File: src/common/card_consts.svh
// constants of the serial flash card host controller
`ifndef CARD_CONSTS_SVH
`define CARD_CONSTS_SVH

// ==========================================
// timing
`define SYS_PERIOD_NS 20
`define LINK_PERIOD_NS 160
`define SCLK_HALF_CYC ((`LINK_PERIOD_NS) / (2 * (`SYS_PERIOD_NS)))

// ==========================================
// packet layout
`define BITS_PER_BYTE 8
`define LAST_BIT 3'h7
`define EDGE_RISING 1'h0
`define EDGE_FALLING 1'h1

`endif

File: src/common/card_pkg.sv
// types of the serial flash card host controller
package card_pkg;

  // ==========================================
  // link sequencer states
  typedef enum logic [2:0] {
    ST_IDLE = 3'b000,
    ST_INT = 3'b001,
    ST_TPC = 3'b010,
    ST_DATA = 3'b011,
    ST_HSK = 3'b100
  } link_state_t;

endpackage : card_pkg

File: src/logic/card_host_controller.sv
// host end of the three-wire serial flash card link
`timescale 1ns/100ps
`include "card_consts.svh"

module card_host_controller #(
  parameter int HALF_CYC = `SCLK_HALF_CYC,
  parameter int FIFO_DEPTH = 2,
  parameter int WORD_W = 8
) (
  // clock and reset
  input wire logic clk_sys_in,
  input wire logic rstn_in,
  // command
  input wire logic cmd_valid_in,
  output logic cmd_ready_out,
  input wire logic [7:0] cmd_tpc_in,
  input wire logic cmd_read_in,
  input wire logic [7:0] cmd_len_in,
  // mode and status
  input wire logic use_two_state_in,
  input wire logic mode_restore_in,
  input wire logic sample_edge_select_in,
  output logic two_state_active_out,
  output logic done_out,
  output logic error_out,
  // write data
  input wire logic tx_valid_in,
  input wire logic [WORD_W-1:0] tx_data_in,
  output logic tx_ready_out,
  // read data
  output logic rx_valid_out,
  output logic [WORD_W-1:0] rx_data_out,
  input wire logic rx_ready_in,
  // card link
  output logic bus_state_line_out,
  output logic serial_clock_out,
  input wire logic serial_data_line_in,
  output logic serial_data_line_out,
  output logic serial_data_line_oe_out
);
  import card_pkg::*;

  localparam int PW = (FIFO_DEPTH > 1) ? $clog2(FIFO_DEPTH) : 1;
  localparam int CW = $clog2(FIFO_DEPTH + 1);

  // ==========================================
  // state
  link_state_t st_reg, st_next;
  logic [7:0] div_reg;
  logic sclk_reg, bs_reg, oe_reg;
  logic [2:0] bit_reg;
  logic [7:0] left_reg, tpc_reg, len_reg;
  logic read_reg, two_reg;
  logic [WORD_W-1:0] tx_sh_reg, rx_sh_reg;
  logic sync1_reg, din_sync;
  logic done_reg, err_reg;
  logic [WORD_W-1:0] mem [FIFO_DEPTH];
  logic [PW-1:0] wr_ptr, rd_ptr;
  logic [CW-1:0] cnt_reg;

  // bus-state level and data drive for a state
  function automatic logic [1:0] drive_of(input link_state_t s, input logic two,
                                          input logic rd);
    case (s)
      ST_INT: drive_of = 2'b00;
      ST_TPC: drive_of = 2'b11;
      ST_DATA: drive_of = {two, ~rd};
      ST_HSK: drive_of = 2'b10;
      default: drive_of = 2'b00;
    endcase
  endfunction : drive_of

  // ==========================================
  // clock divider and edge events
  wire running_w = (st_reg != ST_IDLE);
  wire half_w = (div_reg == 8'(HALF_CYC - 1));
  wire fall_due_w = half_w & sclk_reg;
  wire byte_end_w = (bit_reg == `LAST_BIT);
  wire fifo_full_w = (cnt_reg == CW'(FIFO_DEPTH));
  wire more_w = (left_reg != 8'h01);
  wire need_tx_w = fall_due_w & ~read_reg & byte_end_w &
                   ((st_reg == ST_TPC) | ((st_reg == ST_DATA) & more_w));
  wire need_rx_w = fall_due_w & read_reg & byte_end_w & (st_reg == ST_DATA) & fifo_full_w;
  wire stall_w = (need_tx_w & ~tx_valid_in) | need_rx_w;
  wire tick_w = running_w & half_w & ~stall_w;
  wire rise_w = tick_w & ~sclk_reg;
  wire fall_w = tick_w & sclk_reg;
  wire sample_w = (sample_edge_select_in == `EDGE_FALLING) ? fall_w : rise_w;
  wire recv_w = (st_reg == ST_HSK) | ((st_reg == ST_DATA) & read_reg);
  wire [WORD_W-1:0] rx_byte_w = (sample_edge_select_in == `EDGE_FALLING) ?
                                {rx_sh_reg[WORD_W-2:0], din_sync} : rx_sh_reg;
  wire push_w = fall_w & (st_reg == ST_DATA) & read_reg & byte_end_w;
  wire pop_w = rx_valid_out & rx_ready_in;
  wire ack_w = rx_byte_w[0];
  wire hsk_fail_w = fall_w & (st_reg == ST_HSK) & ~ack_w;
  wire start_w = cmd_valid_in & cmd_ready_out;

  // handshake, link and status outputs
  assign cmd_ready_out = ~running_w;
  assign tx_ready_out = need_tx_w;
  assign rx_valid_out = (cnt_reg != '0);
  assign rx_data_out = mem[rd_ptr];
  assign bus_state_line_out = bs_reg;
  assign serial_clock_out = sclk_reg;
  assign serial_data_line_out = tx_sh_reg[WORD_W-1];
  assign serial_data_line_oe_out = oe_reg;
  assign two_state_active_out = two_reg;
  assign done_out = done_reg;
  assign error_out = err_reg;

  // ==========================================
  // sequencer next state, started by an accepted command, then advanced on falling serial clock edges
  always_comb begin
    st_next = st_reg;
    case (st_reg)
      ST_IDLE: if (start_w) st_next = ST_INT;
      ST_INT: if (fall_w) st_next = ST_TPC;
      ST_TPC: if (fall_w && byte_end_w) st_next = ST_DATA;
      ST_DATA: begin
        if (fall_w && byte_end_w && !more_w) st_next = two_reg ? ST_IDLE : ST_HSK;
      end
      ST_HSK: if (fall_w) st_next = ack_w ? ST_IDLE : ST_INT;
      default: st_next = ST_IDLE;
    endcase
  end

  // input data synchroniser
  always_ff @(posedge clk_sys_in or negedge rstn_in) begin
    if (!rstn_in) begin
      sync1_reg <= 1'h0;
      din_sync <= 1'h0;
    end else begin
      sync1_reg <= serial_data_line_in;
      din_sync <= sync1_reg;
    end
  end

  // clock divider; clock rests low outside a packet
  always_ff @(posedge clk_sys_in or negedge rstn_in) begin
    if (!rstn_in) begin
      div_reg <= 8'h00;
      sclk_reg <= 1'h0;
    end else if (!running_w || half_w) begin
      div_reg <= 8'h00;
      sclk_reg <= sclk_reg ^ tick_w;
    end else begin
      div_reg <= div_reg + 8'h01;
    end
  end

  // state, bus-state line and data turnaround on state boundaries
  always_ff @(posedge clk_sys_in or negedge rstn_in) begin
    if (!rstn_in) begin
      st_reg <= ST_IDLE;
      bs_reg <= 1'h0;
      oe_reg <= 1'h0;
    end else begin
      st_reg <= st_next;
      {bs_reg, oe_reg} <= drive_of(st_next, two_reg | hsk_fail_w, read_reg);
    end
  end

  // bit and byte counting, transaction fields
  always_ff @(posedge clk_sys_in or negedge rstn_in) begin
    if (!rstn_in) begin
      bit_reg <= 3'h0;
      left_reg <= 8'h00;
      tpc_reg <= 8'h00;
      read_reg <= 1'h0;
      len_reg <= 8'h00;
    end else if (start_w) begin
      bit_reg <= 3'h0;
      left_reg <= (cmd_len_in == 8'h00) ? 8'h01 : cmd_len_in;
      len_reg <= (cmd_len_in == 8'h00) ? 8'h01 : cmd_len_in;
      tpc_reg <= cmd_tpc_in;
      read_reg <= cmd_read_in;
    end else if (fall_w) begin
      bit_reg <= (st_reg == ST_INT || st_reg == ST_HSK) ? 3'h0 : bit_reg + 3'h1;
      if (st_reg == ST_DATA && byte_end_w) left_reg <= left_reg - 8'h01;
      if (hsk_fail_w) left_reg <= len_reg; // replay the whole packet
    end
  end

  // access mode: error forces two-state, set wins over restore
  always_ff @(posedge clk_sys_in or negedge rstn_in) begin
    if (!rstn_in) begin
      two_reg <= 1'h0;
    end else begin
      if (hsk_fail_w) two_reg <= 1'h1;
      else if (start_w) two_reg <= two_reg | use_two_state_in;
      else if (mode_restore_in && !running_w) two_reg <= 1'h0;
    end
  end

  // outgoing shifter: packet code after interrupt state, then write bytes
  always_ff @(posedge clk_sys_in or negedge rstn_in) begin
    if (!rstn_in) begin
      tx_sh_reg <= '0;
    end else if (fall_w) begin
      if (st_reg == ST_INT) tx_sh_reg <= WORD_W'(tpc_reg);
      else if (need_tx_w) tx_sh_reg <= tx_data_in;
      else tx_sh_reg <= {tx_sh_reg[WORD_W-2:0], 1'h0};
    end
  end

  // incoming shifter and completion pulses
  always_ff @(posedge clk_sys_in or negedge rstn_in) begin
    if (!rstn_in) begin
      rx_sh_reg <= '0;
      done_reg <= 1'h0;
      err_reg <= 1'h0;
    end else begin
      if (sample_w && recv_w) rx_sh_reg <= {rx_sh_reg[WORD_W-2:0], din_sync};
      done_reg <= running_w && st_next == ST_IDLE;
      err_reg <= hsk_fail_w;
    end
  end

  // two-entry receive buffer; a full buffer stalls the serial clock
  always_ff @(posedge clk_sys_in or negedge rstn_in) begin
    if (!rstn_in) begin
      wr_ptr <= '0;
      rd_ptr <= '0;
      cnt_reg <= '0;
    end else begin
      if (push_w) wr_ptr <= (wr_ptr == PW'(FIFO_DEPTH - 1)) ? '0 : wr_ptr + PW'(1);
      if (pop_w) rd_ptr <= (rd_ptr == PW'(FIFO_DEPTH - 1)) ? '0 : rd_ptr + PW'(1);
      cnt_reg <= cnt_reg + CW'(push_w) - CW'(pop_w);
    end
  end

  // buffer storage
  always_ff @(posedge clk_sys_in) begin
    if (push_w) mem[wr_ptr] <= rx_byte_w;
  end

  // ==========================================
  // checks
  property p_idle_quiet;
    @(posedge clk_sys_in) disable iff (!rstn_in)
      (st_reg == ST_IDLE && !$past(start_w)) |-> !serial_clock_out && !serial_data_line_oe_out;
  endproperty
  a_idle_quiet: assert property (p_idle_quiet) else $error("link active while idle");

  property p_int_state;
    @(posedge clk_sys_in) disable iff (!rstn_in)
      (st_reg == ST_INT) |-> !bus_state_line_out && !serial_data_line_oe_out;
  endproperty
  a_int_state: assert property (p_int_state) else $error("interrupt state drives");

  property p_tpc_drive;
    @(posedge clk_sys_in) disable iff (!rstn_in)
      (st_reg == ST_TPC) |-> bus_state_line_out && serial_data_line_oe_out;
  endproperty
  a_tpc_drive: assert property (p_tpc_drive) else $error("packet code not driven");

  property p_two_no_hsk;
    @(posedge clk_sys_in) disable iff (!rstn_in)
      (two_reg && st_reg == ST_DATA) |-> ##1 st_reg != ST_HSK;
  endproperty
  a_two_no_hsk: assert property (p_two_no_hsk) else $error("handshake in two-state");

  property p_hsk_card;
    @(posedge clk_sys_in) disable iff (!rstn_in)
      (st_reg == ST_HSK) |-> bus_state_line_out && !serial_data_line_oe_out && !two_reg;
  endproperty
  a_hsk_card: assert property (p_hsk_card) else $error("bad third packet state");

  property p_error_retry;
    @(posedge clk_sys_in) disable iff (!rstn_in)
      hsk_fail_w |=> st_reg == ST_INT && two_reg && error_out ##[1:300] st_reg == ST_TPC;
  endproperty
  a_error_retry: assert property (p_error_retry) else $error("no two-state retry");

  property p_rise_sample;
    @(posedge clk_sys_in) disable iff (!rstn_in)
      (rise_w && recv_w && !sample_edge_select_in) |=> rx_sh_reg[0] == $past(din_sync);
  endproperty
  a_rise_sample: assert property (p_rise_sample) else $error("rising capture missed");

  property p_fall_sample;
    @(posedge clk_sys_in) disable iff (!rstn_in)
      (rise_w && recv_w && sample_edge_select_in) |=> $stable(rx_sh_reg);
  endproperty
  a_fall_sample: assert property (p_fall_sample) else $error("captured on rising edge");

  property p_sclk_turn;
    @(posedge clk_sys_in) disable iff (!rstn_in)
      $changed(serial_data_line_oe_out) |-> $changed(bus_state_line_out) || $past(fall_w);
  endproperty
  a_sclk_turn: assert property (p_sclk_turn) else $error("turnaround off boundary");

endmodule : card_host_controller

File: config.mk
export PLATFORM = sky130hd
export DESIGN_NAME = card_host_controller
export DESIGN_NICKNAME = d
export VERILOG_FILES = /design/src/common/card_pkg.sv /design/src/logic/card_host_controller.sv
export VERILOG_INCLUDE_DIRS = /design/src /design/src/common
export SDC_FILE = /design/constraint.sdc
export NUM_CORES = 1
export LEC_CHECK = 0
export ABC_CLOCK_PERIOD_IN_PS = 8500
export BUFFER_PORTS_ARGS = -buffer_cell sky130_fd_sc_hd__clkbuf_2
export CAP_MARGIN = 20
export CORE_UTILIZATION = 45
export DETAILED_ROUTE_END_ITERATION = 12
export GPL_ROUTABILITY_DRIVEN = 1
export PLACE_DENSITY = 0.61
export SLEW_MARGIN = 15
export SYNTH_ARGS = -nofsm -noshare
export SYNTH_HDL_FRONTEND = slang
export SYNTH_SLANG_ARGS = --single-unit
File: constraint.sdc
create_clock -name clk_sys_in -period 8.5 [get_ports clk_sys_in]
set_clock_uncertainty 0.2 [all_clocks]
set_input_delay 0.425 -clock clk_sys_in [delete_from_list [all_inputs] [get_ports clk_sys_in]]
set_output_delay 0.425 -clock clk_sys_in [all_outputs]
set_load 0.005 [all_outputs]
* Word-level counts from Yosys, hierarchy flattened *
Memory sizes are Yosys's and may differ from the RTL's.
Index checks and enable logic that the tools add are counted.

cells by class
  $add $sub $neg = 7
  equal/unequal tests = 11
  multiplexer cells = 29
  bitwise operators = 34
  reduce and logical (&&, ||, !) cells = 19

operators with widths
  kind                                                                 number
  8-bit 2-to-1 mux                                                     9
  3-bit 2-to-1 mux                                                     9
  1-bit bitwise AND                                                    22
  3-bit case mux with 5 select lines                                   1
  3-bit by 2-bit == test with 1-bit output (second input constant)     4
  3-bit == test (second input constant)                                3
  1-bit 2-to-1 mux                                                     9
  3-bit nonzero test                                                   3
  8-bit by 1-bit adder with 8-bit output (second input constant)       1
  8-bit by 2-bit == test with 1-bit output (second input constant)     1
  8-bit logical NOT                                                    1
  8-bit by 1-bit != test with 1-bit output (second input constant)     1
  8-bit by 1-bit subtractor with 8-bit output (second input constant)  1
  1-bit logical AND                                                    6
  3-bit logical NOT                                                    2
  1-bit NOT                                                            6
  2-bit case mux with 3 select lines                                   1
  1-bit bitwise OR                                                     5
  2-bit nonzero test                                                   2
  3-bit by 1-bit adder with 3-bit output (second input constant)       1
  3-bit by 1-bit == test with 1-bit output (second input constant)     1
  1-bit adder (second input constant)                                  2
  2-bit by 1-bit adder with 2-bit output                               1
  2-bit == test (second input constant)                                1
  5 further kinds                                                      7

storage, ports and cells
  register bits after elaboration = 67
  RAM bits = 16
  input bits = 34
  output and inout port bits = 18
  logic and storage cells = 121
  memories = 1

memories
  name  words  width  read ports  clocked after memory_dff  write ports  line                        RTL
  mem   2      8      1           0                         1            card_host_controller.sv:57  logic [WORD_W-1:0] mem [FIFO_DEPTH];

* Longest topological paths before layout *
Gate-level depths: netlist of run 1.

  depth in word-level cells = 16
  depth in mapped cells = 15
  gate-level depth less buffers = 13

* Worst setup path before layout of run 1 *
Ideal clock, no wire load.

  kind = register to register
  start = register div_reg[0]
  end = register cnt_reg[1]
  library setup time = 80 ps
  data arrival time = 3,235 ps
  data required time = 8,220 ps
  setup slack = 4,985 ps
  cell stages (with the launch flop) = 15
  buffers on the path = 2
  period minus slack after synthesis = 3,515 ps
  cells stage by stage = dfrtp_1 > ha_1 > or3b_2 > or4_4 > buf_6 > nor3_1 > a311oi_1 > ha_1 > clkbuf_1 > nand3_1 > ha_1 > inv_1 > ha_1 > xnor2_1 > xnor2_1

on the way
  cells in the longest elaborated chain, start to end = 15
  elaborated cells between the ends (all ways) = 20
  classes of those cells = add/sub (2); eq/ne (1); bitwise (17)

ends and longest elaborated chain
  item                                               line                                                    RTL
  start: declaration                                 card_host_controller.sv:49                              logic [7:0] div_reg;
  start signal: assignment                           card_host_controller.sv:147                             div_reg <= div_reg + 8'h01;
  8-bit by 2-bit == test with 1-bit output *         card_host_controller.sv:76                              wire half_w = (div_reg == 8'(HALF_CYC - 1));
  1-bit bitwise AND                                  card_host_controller.sv:77                              wire fall_due_w = half_w & sclk_reg;
  1-bit bitwise AND (on tied branches) (3 in a row)  card_host_controller.sv:81, card_host_controller.sv:83
  1-bit bitwise AND (on tied branches)               card_host_controller.sv:84, card_host_controller.sv:83
  1-bit bitwise OR                                   card_host_controller.sv:84                              wire stall_w = (need_tx_w & ~tx_valid_in) | need_rx_w;
  1-bit NOT                                          card_host_controller.sv:85                              wire tick_w = running_w & half_w & ~stall_w;
  1-bit bitwise AND *                                card_host_controller.sv:85
  1-bit bitwise AND *                                card_host_controller.sv:87                              wire fall_w = tick_w & sclk_reg;
  named net fall_w                                   card_host_controller.sv:87
  1-bit bitwise AND * (3 in a row)                   card_host_controller.sv:92                              wire push_w = fall_w & (st_reg == ST_DATA) & read_reg & byte_end_w;
  2-bit by 1-bit adder with 2-bit output *           card_host_controller.sv:228                             cnt_reg <= cnt_reg + CW'(push_w) - CW'(pop_w);
  2-bit by 1-bit subtractor with 2-bit output *      card_host_controller.sv:228
  end signal: assignment                             card_host_controller.sv:228
  end: declaration                                   card_host_controller.sv:59                              logic [CW-1:0] cnt_reg;

The timed path passes the listed nets; every way through them passes the cells marked *.
A chain may end at the register's enable or synchronous reset.

* Worst setup path after layout of run 1 *
  start = register div_reg[0]
  end = register left_reg[7]

on the way
  cells in the longest elaborated chain, start to end = 15
  elaborated cells between the ends (all ways) = 23
  classes of those cells = eq/ne (1); mux (3); bitwise (16); reduce/logical (3)

ends and longest elaborated chain
  item                                               line                                                    RTL
  8-bit by 2-bit == test with 1-bit output *         card_host_controller.sv:76
  1-bit bitwise AND                                  card_host_controller.sv:77
  1-bit bitwise AND (on tied branches) (3 in a row)  card_host_controller.sv:81, card_host_controller.sv:83
  1-bit bitwise AND (on tied branches)               card_host_controller.sv:84, card_host_controller.sv:83
  1-bit bitwise OR                                   card_host_controller.sv:84
  1-bit NOT                                          card_host_controller.sv:85
  1-bit bitwise AND *                                card_host_controller.sv:85
  1-bit bitwise AND *                                card_host_controller.sv:87
  named net fall_w                                   card_host_controller.sv:87
  1-bit bitwise AND (2 in a row)                     card_host_controller.sv:95                              wire hsk_fail_w = fall_w & (st_reg == ST_HSK) & ~ack_w;
  8-bit 2-to-1 mux                                   card_host_controller.sv:180                             if (hsk_fail_w) left_reg <= len_reg;
  8-bit 2-to-1 mux                                   card_host_controller.sv:177                             end else if (fall_w) begin
  8-bit 2-to-1 mux                                   card_host_controller.sv:171                             end else if (start_w) begin
  end signal: assignment                             card_host_controller.sv:173                             left_reg <= (cmd_len_in == 8'h00) ? 8'h01 : cmd_len_in;
  end signal: assignment                             card_host_controller.sv:179                             if (st_reg == ST_DATA && byte_end_w) left_reg <= left_reg - 8'h01;
  end signal: assignment                             card_host_controller.sv:180
  end: declaration                                   card_host_controller.sv:52                              logic [7:0] left_reg, tpc_reg, len_reg;

The timed path passes the listed nets; every way through them passes the cells marked *. The select of a mux whose other input is x is not followed.

==> results.cfg, run 1 <==
[outcome]
status = finished, violations left
violations = design-rule violations

[timing]
setup_tns_ns = 0
fin_ws_ns = 3.94
finalHoldViolations = 0
worst_pin_slew_ns = 1.05
finalSetupViolCount = 0
slew_headroom = 0.297
hold_slack_ns = 0.0592
rsz0062_at_grt = false
drv_slew = 0
period_minus_slack_ns = 4.56
fmax_mhz = 219
fin_crit_sh = 0.536

[synth]
synthArstFlopShare = 0.807
syn_nets = 429
synth_warnings = 0
synth_cells = 386
synth_area_sq_um = 4130
postSynthAreaPerCell_sq_um = 10.7
synth_edf_count = 16
synth-seq-cells = 83
synth-seq-area-share = 0.522
synth_flop_cell = dfrtp_1
synth_cell_types = 62

[floorplan]
std_cell_rows = 34
die_w_um = 97.8
die_h_um = 97.8
design.core.area_sq_um = 8810
start_util = 0.469
die_area_sq_um = 9570
io_pins = 52

[layout]
nFillCells = 791
largest_register_ff_count = 16
diodes = 0
drive_above_1_share = 0.233
regMostFlops = mem
area_growth_pct = 12.6
nNetsFinal = 476

[worst_setup_path]
arrival_ns = 4.59
required_ns = 8.53
crit_type = flip-flop to flip-flop
cp-start-kind = flip-flop
critPathMaxFanout = 32
endpoint_kind = flip-flop

[power]
p_switching_uw = 452
share_seq_of_total_power = 0.493
p_int_uw = 775
switching_share = 0.368
p_clk_frac = 0.212
combinationalPowerShare = 0.294
p_per_area_nw_per_um2 = 264
irDropWorstVdd_mv = 0.120
p_leak_nw = 2.08
finalPower_mw = 1.23

[place]
dp_worst_setup_slack_ns = 3.99
port_buffers = 51
routabilityCongestion = 0.794
dp_hpwl_um = 5890

[clock_network]
htreeDepth = 3
numCtsBuffers = 9
insertion_delay_ns = 0.35
ctsLongestPathBuffers = 2
cts.sinks = 83
cts_root_buf = clkbuf_8
cts_tree = built
clk_pin_slew_ns = 0.09

[global_routing]
antenna_found_initial = 0
grt_overflow = 0
grt_pass1_vias = 3067
grt_max_degree = 68
grtUsageTotal = 0.196
grt_pass1_wl_um = 14900

[route]
drt_iter0_drc = 166
postRouteAntennaNets = 0
dr_total_vias = 2969
drc = 6
routedWlPerCell_um = 15.5
dr.pass1.iters = 8
wl_um = 8480
vias_per_cell = 5.44

[flow_run]
maxCapViolations = 0

[worst_hold_path]
hold_class = input port to asynchronous set/reset pin
[power by group through the flow]
stage / sequential (mW) / combinational (mW) / clock [mW]
4_1_cts: 0.604 / 0.367 / 0.271
3_3_place_gp: 0.610 / 0.358 / 0
3_5_place_dp: 0.612 / 0.364 / 0
2_1_floorplan: 0.573 / 0.289 / 0
6_report: 0.605 / 0.361 / 0.261
5_1_grt: 0.624 / 0.415 / 0.288
[what timing repair did]
action	4_1_cts	5_1_grt
hold buffers	1	0
resized for setup	0	0
buffers inserted	0	0
hold endpoints to repair	1	0
[kinds of logic (layout without fill, tap and decap cells)]
kind of cell / after synthesis / after routing / synth area share
xor+xnor: 13 / 13 / 0.0276
flops: 83 / 83 / 0.522
fa+ha+maj: 9 / 9 / 0.0273
buf+inv: 32 / 84 / 0.0321
compound gates: 81 / 81 / 0.128
mux: 30 / 30 / 0.0812
simple gates: 138 / 138 / 0.181
[metrics by stage]
stage / cells / util / area, sq um
4_1_cts: 546 / 0.528 / 4650
2_1_floorplan: 386 / - / 4130
3_3_place_gp: 529 / 0.507 / 4460
5_1_grt: 546 / 0.528 / 4650
3_5_place_dp: 529 / 0.507 / 4460
6_report: 546 / 0.528 / 4650
[Yosys cell counts (3+ instances only)]
library cell / n / area share
dfrtp_1: 67 / 0.41
nand2_1: 49 / 0.045
nor2_1: 25 / 0.023
mux2_2: 20 / 0.055
edfxtp_1: 16 / 0.12
nand3_1: 16 / 0.019
a31oi_1: 15 / 0.023
a21oi_1: 14 / 0.017
inv_1: 13 / 0.012
o21ai_0: 13 / 0.016
clkbuf_1: 11 / 0.010
ha_1: 9 / 0.027
o21ai_1: 8 / 0.0097
nand3b_1: 7 / 0.013
xnor2_1: 7 / 0.015
a211oi_1: 6 / 0.011
nor3_1: 6 / 0.0073
xor2_1: 6 / 0.013
mux2i_1: 5 / 0.012
and3_1: 4 / 0.0061
buf_2: 4 / 0.0048
mux2_1: 4 / 0.011
a22oi_1: 3 / 0.0055
nand4b_1: 3 / 0.0064
o31ai_1: 3 / 0.0055
or3_1: 3 / 0.0045
or4b_1: 3 / 0.0073
[per-layer routing]
metal / track usage / part of all wire
met1: 0.262 / 0.47
met2: 0.331 / 0.49
met3: 0.0394 / 0.034
met4: 0.0455 / 0.0035
met5: 0 / 0
[final timing paths]
path,from,end,slack [ns],depth (start not counted)
max,div_reg[0],left_reg[7],3.94,9
min reg2reg,sync1_reg,din_sync,0.18,0
min in group clk_sys_in,cmd_tpc_in[5],tpc_reg[5],0.07,3
max in group asynchronous,rstn_in,tx_sh_reg[5],7.47,2
min,rstn_in,div_reg[7],0.06,2
max reg2reg,div_reg[0],left_reg[7],3.94,9
[cell usage in the layout, fill, tap and decap left out, types with 4 or more instances in the layout]
| cell | synthesis | layout |
|---|---|---|
| nand3b_1 | 7 | 7 |
| xnor2_1 | 7 | 7 |
| a211oi_1 | 6 | 6 |
| o21ai_1 | 8 | 8 |
| a31oi_1 | 15 | 15 |
| xor2_1 | 6 | 6 |
| a21oi_1 | 14 | 14 |
| nand3_1 | 16 | 16 |
| ha_1 | 9 | 9 |
| mux2_1 | 4 | 4 |
| mux2_2 | 20 | 20 |
| mux2i_1 | 5 | 5 |
| o21ai_0 | 13 | 13 |
| dfrtp_1 | 67 | 67 |
| clkbuf_2 | 0 | 50 |
| and3_1 | 4 | 4 |
| nand2_1 | 49 | 49 |
| nor2_1 | 25 | 25 |
| nor3_1 | 6 | 6 |
| edfxtp_1 | 16 | 16 |
| inv_1 | 13 | 13 |
| clkbuf_8 | 0 | 9 |
[critical path, cell delays in order (launching register included)]
cell and delay [ns]:
dfrtp_1 0.41, ha_1 0.24, or3b_2 0.53, or3_1 0.33, a311oi_1 0.33, ha_1 0.93, and4bb_2 0.42, nand2_1 0.25
a21oi_2 0.43, mux2_2 0.38
[cell type report]
cell class,instances,area [sq um],share of cell area
flip-flops and latches,83,2160,0.464
multi-input cells,271,1850,0.398
repair buffers,54,280,0.0603
well taps,108,135,0.0291
clock buffers,10,128,0.0274
inverters,14,52.6,0.0113
clock inverters,6,47.5,0.0102
(Power assumes the default switching activity.)
==> run 2: changes to the inputs <==
Settings changed: ABC_CLOCK_PERIOD_IN_PS 8500 to 4000, PLACE_DENSITY 0.61 to 0.64.
Clock period 8.5 ns to 4 ns, I/O delays scaled along.
==> run 2 against run 1 <==
The flow still finishes with violations (design-rule violations); via count up 7.5%; die area unchanged; critical path depth unchanged; maximum frequency up 23%; cell area up 8.0%; non-clock buffer count up 40; sequential power up 110%; setup slack worse by 3.6 ns; power up 120%; largest power group unchanged.
==> results.cfg, run 2 (synthesis gave the netlist of run 1 again) <==
[layout]
largest_register_ff_count = 16
final_common_cell = dfrtp_1
area_growth_pct = 21.5
nNetsFinal = 516
drive_above_1_share = 0.236
nFillCells = 791
diodes = 0
regMostFlops = mem
regArea_sq_um = 2160
final_cell_mix = dfrtp_1 (67), clkbuf_2 (50), nand2_1 (49)
multiInputGateArea_sq_um = 1850
final_area_sq_um = 5020

[power]
p_clk_frac = 0.202
p_int_mw = 1.69
p_leak_nw = 2.25
combinationalPowerShare = 0.317
p_switching_uw = 975
irDropWorstVdd_mv = 0.268
switching_share = 0.366
p_per_area_nw_per_um2 = 531
share_seq_of_total_power = 0.481

[worst_hold_path]
holdCritStartpoint = mode_restore_in
hold_class = input port to flip-flop
min_path_cells = 4
whs_endpoint = two_state_active_out

[clock_network]
ctsLongestPathBuffers = 2
cts_post_setup_buffers_inserted = 0
cts_tree = built
insertion_delay_ns = 0.37
clk_pin_slew_ns = 0.08
cts_root_buf = clkbuf_8
htreeDepth = 3
numCtsBuffers = 9
cts.sinks = 83

[timing]
setup_tns_ns = 0
fin_crit_sh = 0.927
finalHoldViolations = 0
rsz0062_at_grt = false
fmax_mhz = 270
period_minus_slack_ns = 3.71
drv_slew = 0
slew_headroom = 0.387
worst_pin_slew_ns = 0.916
finalSetupViolCount = 0
fin_ws_ns = 0.294

[worst_setup_path]
regToRegEndpoint = left_reg[7]
cp_top_family = simple AND/OR/NAND/NOR gates
cp_slowest_stage_delay_ns = 0.53
arrival_ns = 3.75
r2r-start = div_reg[0]
cp.depth = 9
cp-start-kind = flip-flop
crit_chain = ha_1, or3b_2, or3_1, a311oi_1, ha_2, and4bb_2, nand2_1, a21oi_2, mux2_2
startpoint = div_reg[0]
rr_worst_depth = 9
r2r_setup_slack_ns = 0.29
crit_type = flip-flop to flip-flop
required_ns = 4.05
critPathBufInv = 0
critPathMaxFanout = 11
slowest_stage = or3b_2
endpoint_kind = flip-flop

[floorplan]
start_util = 0.469
std_cell_rows = 34
die_area_sq_um = 9570
die_w_um = 97.8
die_h_um = 97.8
io_pins = 52
design.core.area_sq_um = 8810

[route]
wl_met1_um = 4220
wl_met2_um = 4300
postRouteAntennaNets = 0
routedWlPerCell_um = 15.3
drc = 4
dr_total_vias = 3191
wl_um = 8980
top_layer = met4
vias_per_cell = 5.45
wl_met3_um = 343
dr.pass1.iters = 11
drt_iter0_drc = 165

[global_routing]
antenna_found_initial = 0
grtUsageTotal = 0.200
grt_pass1_vias = 3223
grt_pass1_wl_um = 15100
grt_overflow = 0
grt_max_degree = 39

[place]
dp_hpwl_um = 6130
dp_worst_setup_slack_ns = 0.267
port_buffers = 51
placed_cell_area_sq_um = 4550
routabilityCongestion = 0.842

[flow_run]
maxCapViolations = 0

[outcome]
status = finished, violations left
violations = design-rule violations
==> run 2: changes by cell type in the layout (fill, tap and decap cells not counted), sizes merged <==
cell,delta
buf,+11
inv,-2
dlygate4sd3,+29
clkinv,+2
==> run 2: what timing repair did <==
item	CTS	global route
endpoints found under the hold margin	70	0
resized for setup	0	1
endpoints found under the setup margin	0	3
hold buffers	30	0
==> run 2: how the worst max path moves through the flow <==
stage,endpoint
finish,left_reg[7]
CTS,left_reg[7]
global placement,left_reg[7]
detailed placement,left_reg[7]
floorplan,cnt_reg[1]
global route,left_reg[7]
==> run 2: stage by stage <==
stage	hold slack, ns	utilization	total power, mW	instances
after floorplan	-0.296	-	1.83	386
after global placement	0.113	0.516	2.08	540
after detailed placement	0.115	0.516	2.11	540
after CTS	0.0107	0.570	2.68	586
after global routing	0.0186	0.570	2.86	586
final	0.0160	0.570	2.66	586
==> run 2: metal layers <==
layer | up-vias | GRT usage
met5 | - | 0
met4 | 0 | 0.0734
met3 | 9 | 0.0458
met2 | 78 | 0.329
met1 | 1532 | 0.261
li1 | 1572 | -
==> run 2: worst reg2reg max path: cells and delay by family (launching register included) <==
family / cells / cell delay [ns]
adder cells (fa/ha/maj): 2 / 0.61
flip-flops: 1 / 0.41
multiplexers: 1 / 0.34
AND/OR/NAND/NOR: 4 / 1.41
AO/OA/AOI/OAI: 2 / 0.62
==> run 2: power by group through the flow <==
stage          clock (mW)  sequential [mW]  combinational (mW)
3_5_place_dp            0             1.29               0.818
3_3_place_gp            0             1.29               0.796
6_report            0.538             1.28               0.843
2_1_floorplan           0             1.22               0.615
4_1_cts             0.556             1.28               0.844
5_1_grt             0.594             1.31               0.955
==> run 2: layout make-up <==
class,instances,area share
multi-input combinational,271,0.369
tap,108,0.0269
clock inverter,6,0.00847
sequential,83,0.430
inverter,14,0.0105
timing repair buffer,94,0.130
clock buffer,10,0.0254
==> run 3: changes to the inputs <==
Settings changed: GPL_TIMING_DRIVEN set to 0.
==> run 3 against run 2 <==
The flow still finishes with violations (design-rule violations); register-to-register slack got worse by 0.14 ns; global-route usage rose by 1.1 points; final cell count rose by 1.0%; via count rose by 1.6%; cell area rose by 1.8%; worst hold slack improved by 0.0067 ns; non-clock buffer count rose by 6; largest cell class unchanged; largest power group unchanged.
==> results.cfg, run 3 (synthesis gave the netlist of run 1 again) <==
[route]
drc = 4
dr.pass1.iters = 9
wl_um = 9270
dr_total_vias = 3243
drt_iter0_drc = 151
routedWlPerCell_um = 15.7
postRouteAntennaNets = 0
vias_per_cell = 5.48

[timing]
finalSetupViolCount = 0
worst_pin_slew_ns = 0.851
fmax_mhz = 260
finalHoldViolations = 0
period_minus_slack_ns = 3.84
fin_crit_sh = 0.961
drv_slew = 0
slew_headroom = 0.428

[outcome]
violations = design-rule violations
status = finished, violations left

[worst_hold_path]
holdCritStartpoint = mode_restore_in
hold_class = input port to flip-flop

[layout]
final_cell_count_no_fill = 592
regArea_sq_um = 2160
regMostFlops = mem
largest_register_ff_count = 16
diodes = 0
multiInputGateArea_sq_um = 1870
area_growth_pct = 23.8
final_common_cell = dfrtp_1
nNetsFinal = 522
final_cell_mix = dfrtp_1 (67), clkbuf_2 (51), nand2_1 (49)
nFillCells = 785
utilization = 0.581
drive_above_1_share = 0.242

[floorplan]
std_cell_rows = 34
die_area_sq_um = 9570
die_h_um = 97.8
start_util = 0.469
design.core.area_sq_um = 8810
die_w_um = 97.8
io_pins = 52

[clock_network]
cts_tree = built
numCtsBuffers = 9
ctsLongestPathBuffers = 2
insertion_delay_ns = 0.36
cts.sinks = 83
htreeDepth = 3
cts_root_buf = clkbuf_8
clk_pin_slew_ns = 0.09

[global_routing]
grt_overflow = 0
grt_pass1_vias = 3307
grt_max_degree = 40
grtUsageTotal = 0.211
antenna_found_initial = 0
grt_pass1_wl_um = 16000

[worst_setup_path]
r2r-start = div_reg[0]
startpoint = div_reg[0]
crit_type = flip-flop to flip-flop
arrival_ns = 3.88
required_ns = 4.04
cp-start-kind = flip-flop
critPathMaxFanout = 10
endpoint_kind = flip-flop

[place]
routabilityCongestion = 0.826
dp_hpwl_um = 6470
port_buffers = 50
placedCellCount = 545

[flow_run]
maxCapViolations = 0

[power]
p_per_area_nw_per_um2 = 553
p_leak_nw = 2.27
irDropWorstVdd_mv = 0.264
[run 3: cell types whose count changed in the layout (fill, tap and decap cells not counted), moves of 2 or more]
cell | before | now
buf_4 | 13 | 2
clkbuf_1 | 1 | 7
buf_2 | 1 | 5
buf_1 | 0 | 2
bufinv_16 | 0 | 2
inv_8 | 0 | 2
nor2_1 | 25 | 23
nor2_2 | 0 | 2
nor4b_2 | 0 | 2
[run 3: final cells by class]
| class | count | area share |
|---|---|---|
| clock buffer | 9 | 0.0242 |
| timing repair buffer | 83 | 0.115 |
| sequential | 83 | 0.422 |
| buffer | 17 | 0.0157 |
| tap | 108 | 0.0264 |
| inverter | 14 | 0.0103 |
| multi-input combinational | 271 | 0.365 |
| clock inverter | 7 | 0.0210 |
[run 3: metal layers]
layer	wire, um	vias to the layer above	track usage
met5	0	-	0
met4	142	0	0.0828
met3	338	18	0.0401
met2	4610	80	0.351
met1	4170	1562	0.276
li1	-	1583	-
[run 3: what timing repair did]
action / 4_1_cts / 5_1_grt
hold endpoints to repair: 100 / 0
buffers inserted: 0 / 2
hold buffers: 30 / 0
endpoints found under the setup margin: 27 / 46
pin swaps: 1 / 0
resized for setup: 4 / 9
[run 3: worst paths after layout]
check | to | slack, ns | cells past startpoint
max reg2reg | left_reg[7] | 0.16 | 11
max | left_reg[7] | 0.16 | 11
min reg2reg | din_sync | 0.15 | 0
min | two_state_active_out | 0.02 | 4
min in group asynchronous | tpc_reg[4] | 0.13 | 2
max in group asynchronous | st_reg[0] | 2.92 | 3
[run 3: per-stage QoR]
stage	area [sq um]	power (mW)	setup WS, ns	hold WS [ns]	setup TNS (ns)
3_3_place_gp	4520	2.06	-0.161	0.120	-3.35
6_report	5110	2.83	0.158	0.0227	0
3_5_place_dp	4540	2.10	-0.243	-0.00687	-4.75
5_1_grt	5110	3.04	-0.0277	0.0399	-0.0308
4_1_cts	5080	2.82	0.0143	0.00776	0
2_1_floorplan	4130	1.83	0.485	-0.296	0
[run 3: where the power goes]
part           internal [mW]  switching [mW]  leakage, nW  total [mW]
Sequential              1.07           0.183        0.991        1.26
Combinational          0.387           0.487         1.17       0.873
Clock                  0.364           0.335        0.114       0.698
[run 3: critical path, cell delays in order (launching register included)]
cell and delay, ns:
dfrtp_1 0.42, ha_1 0.25, or3b_2 0.53, or4_4 0.51, buf_6 0.15, nor3_1 0.25
a311oi_1 0.11, ha_2 0.24, and4bb_2 0.26, nand2_1 0.33, a21oi_4 0.17, mux2_2 0.30
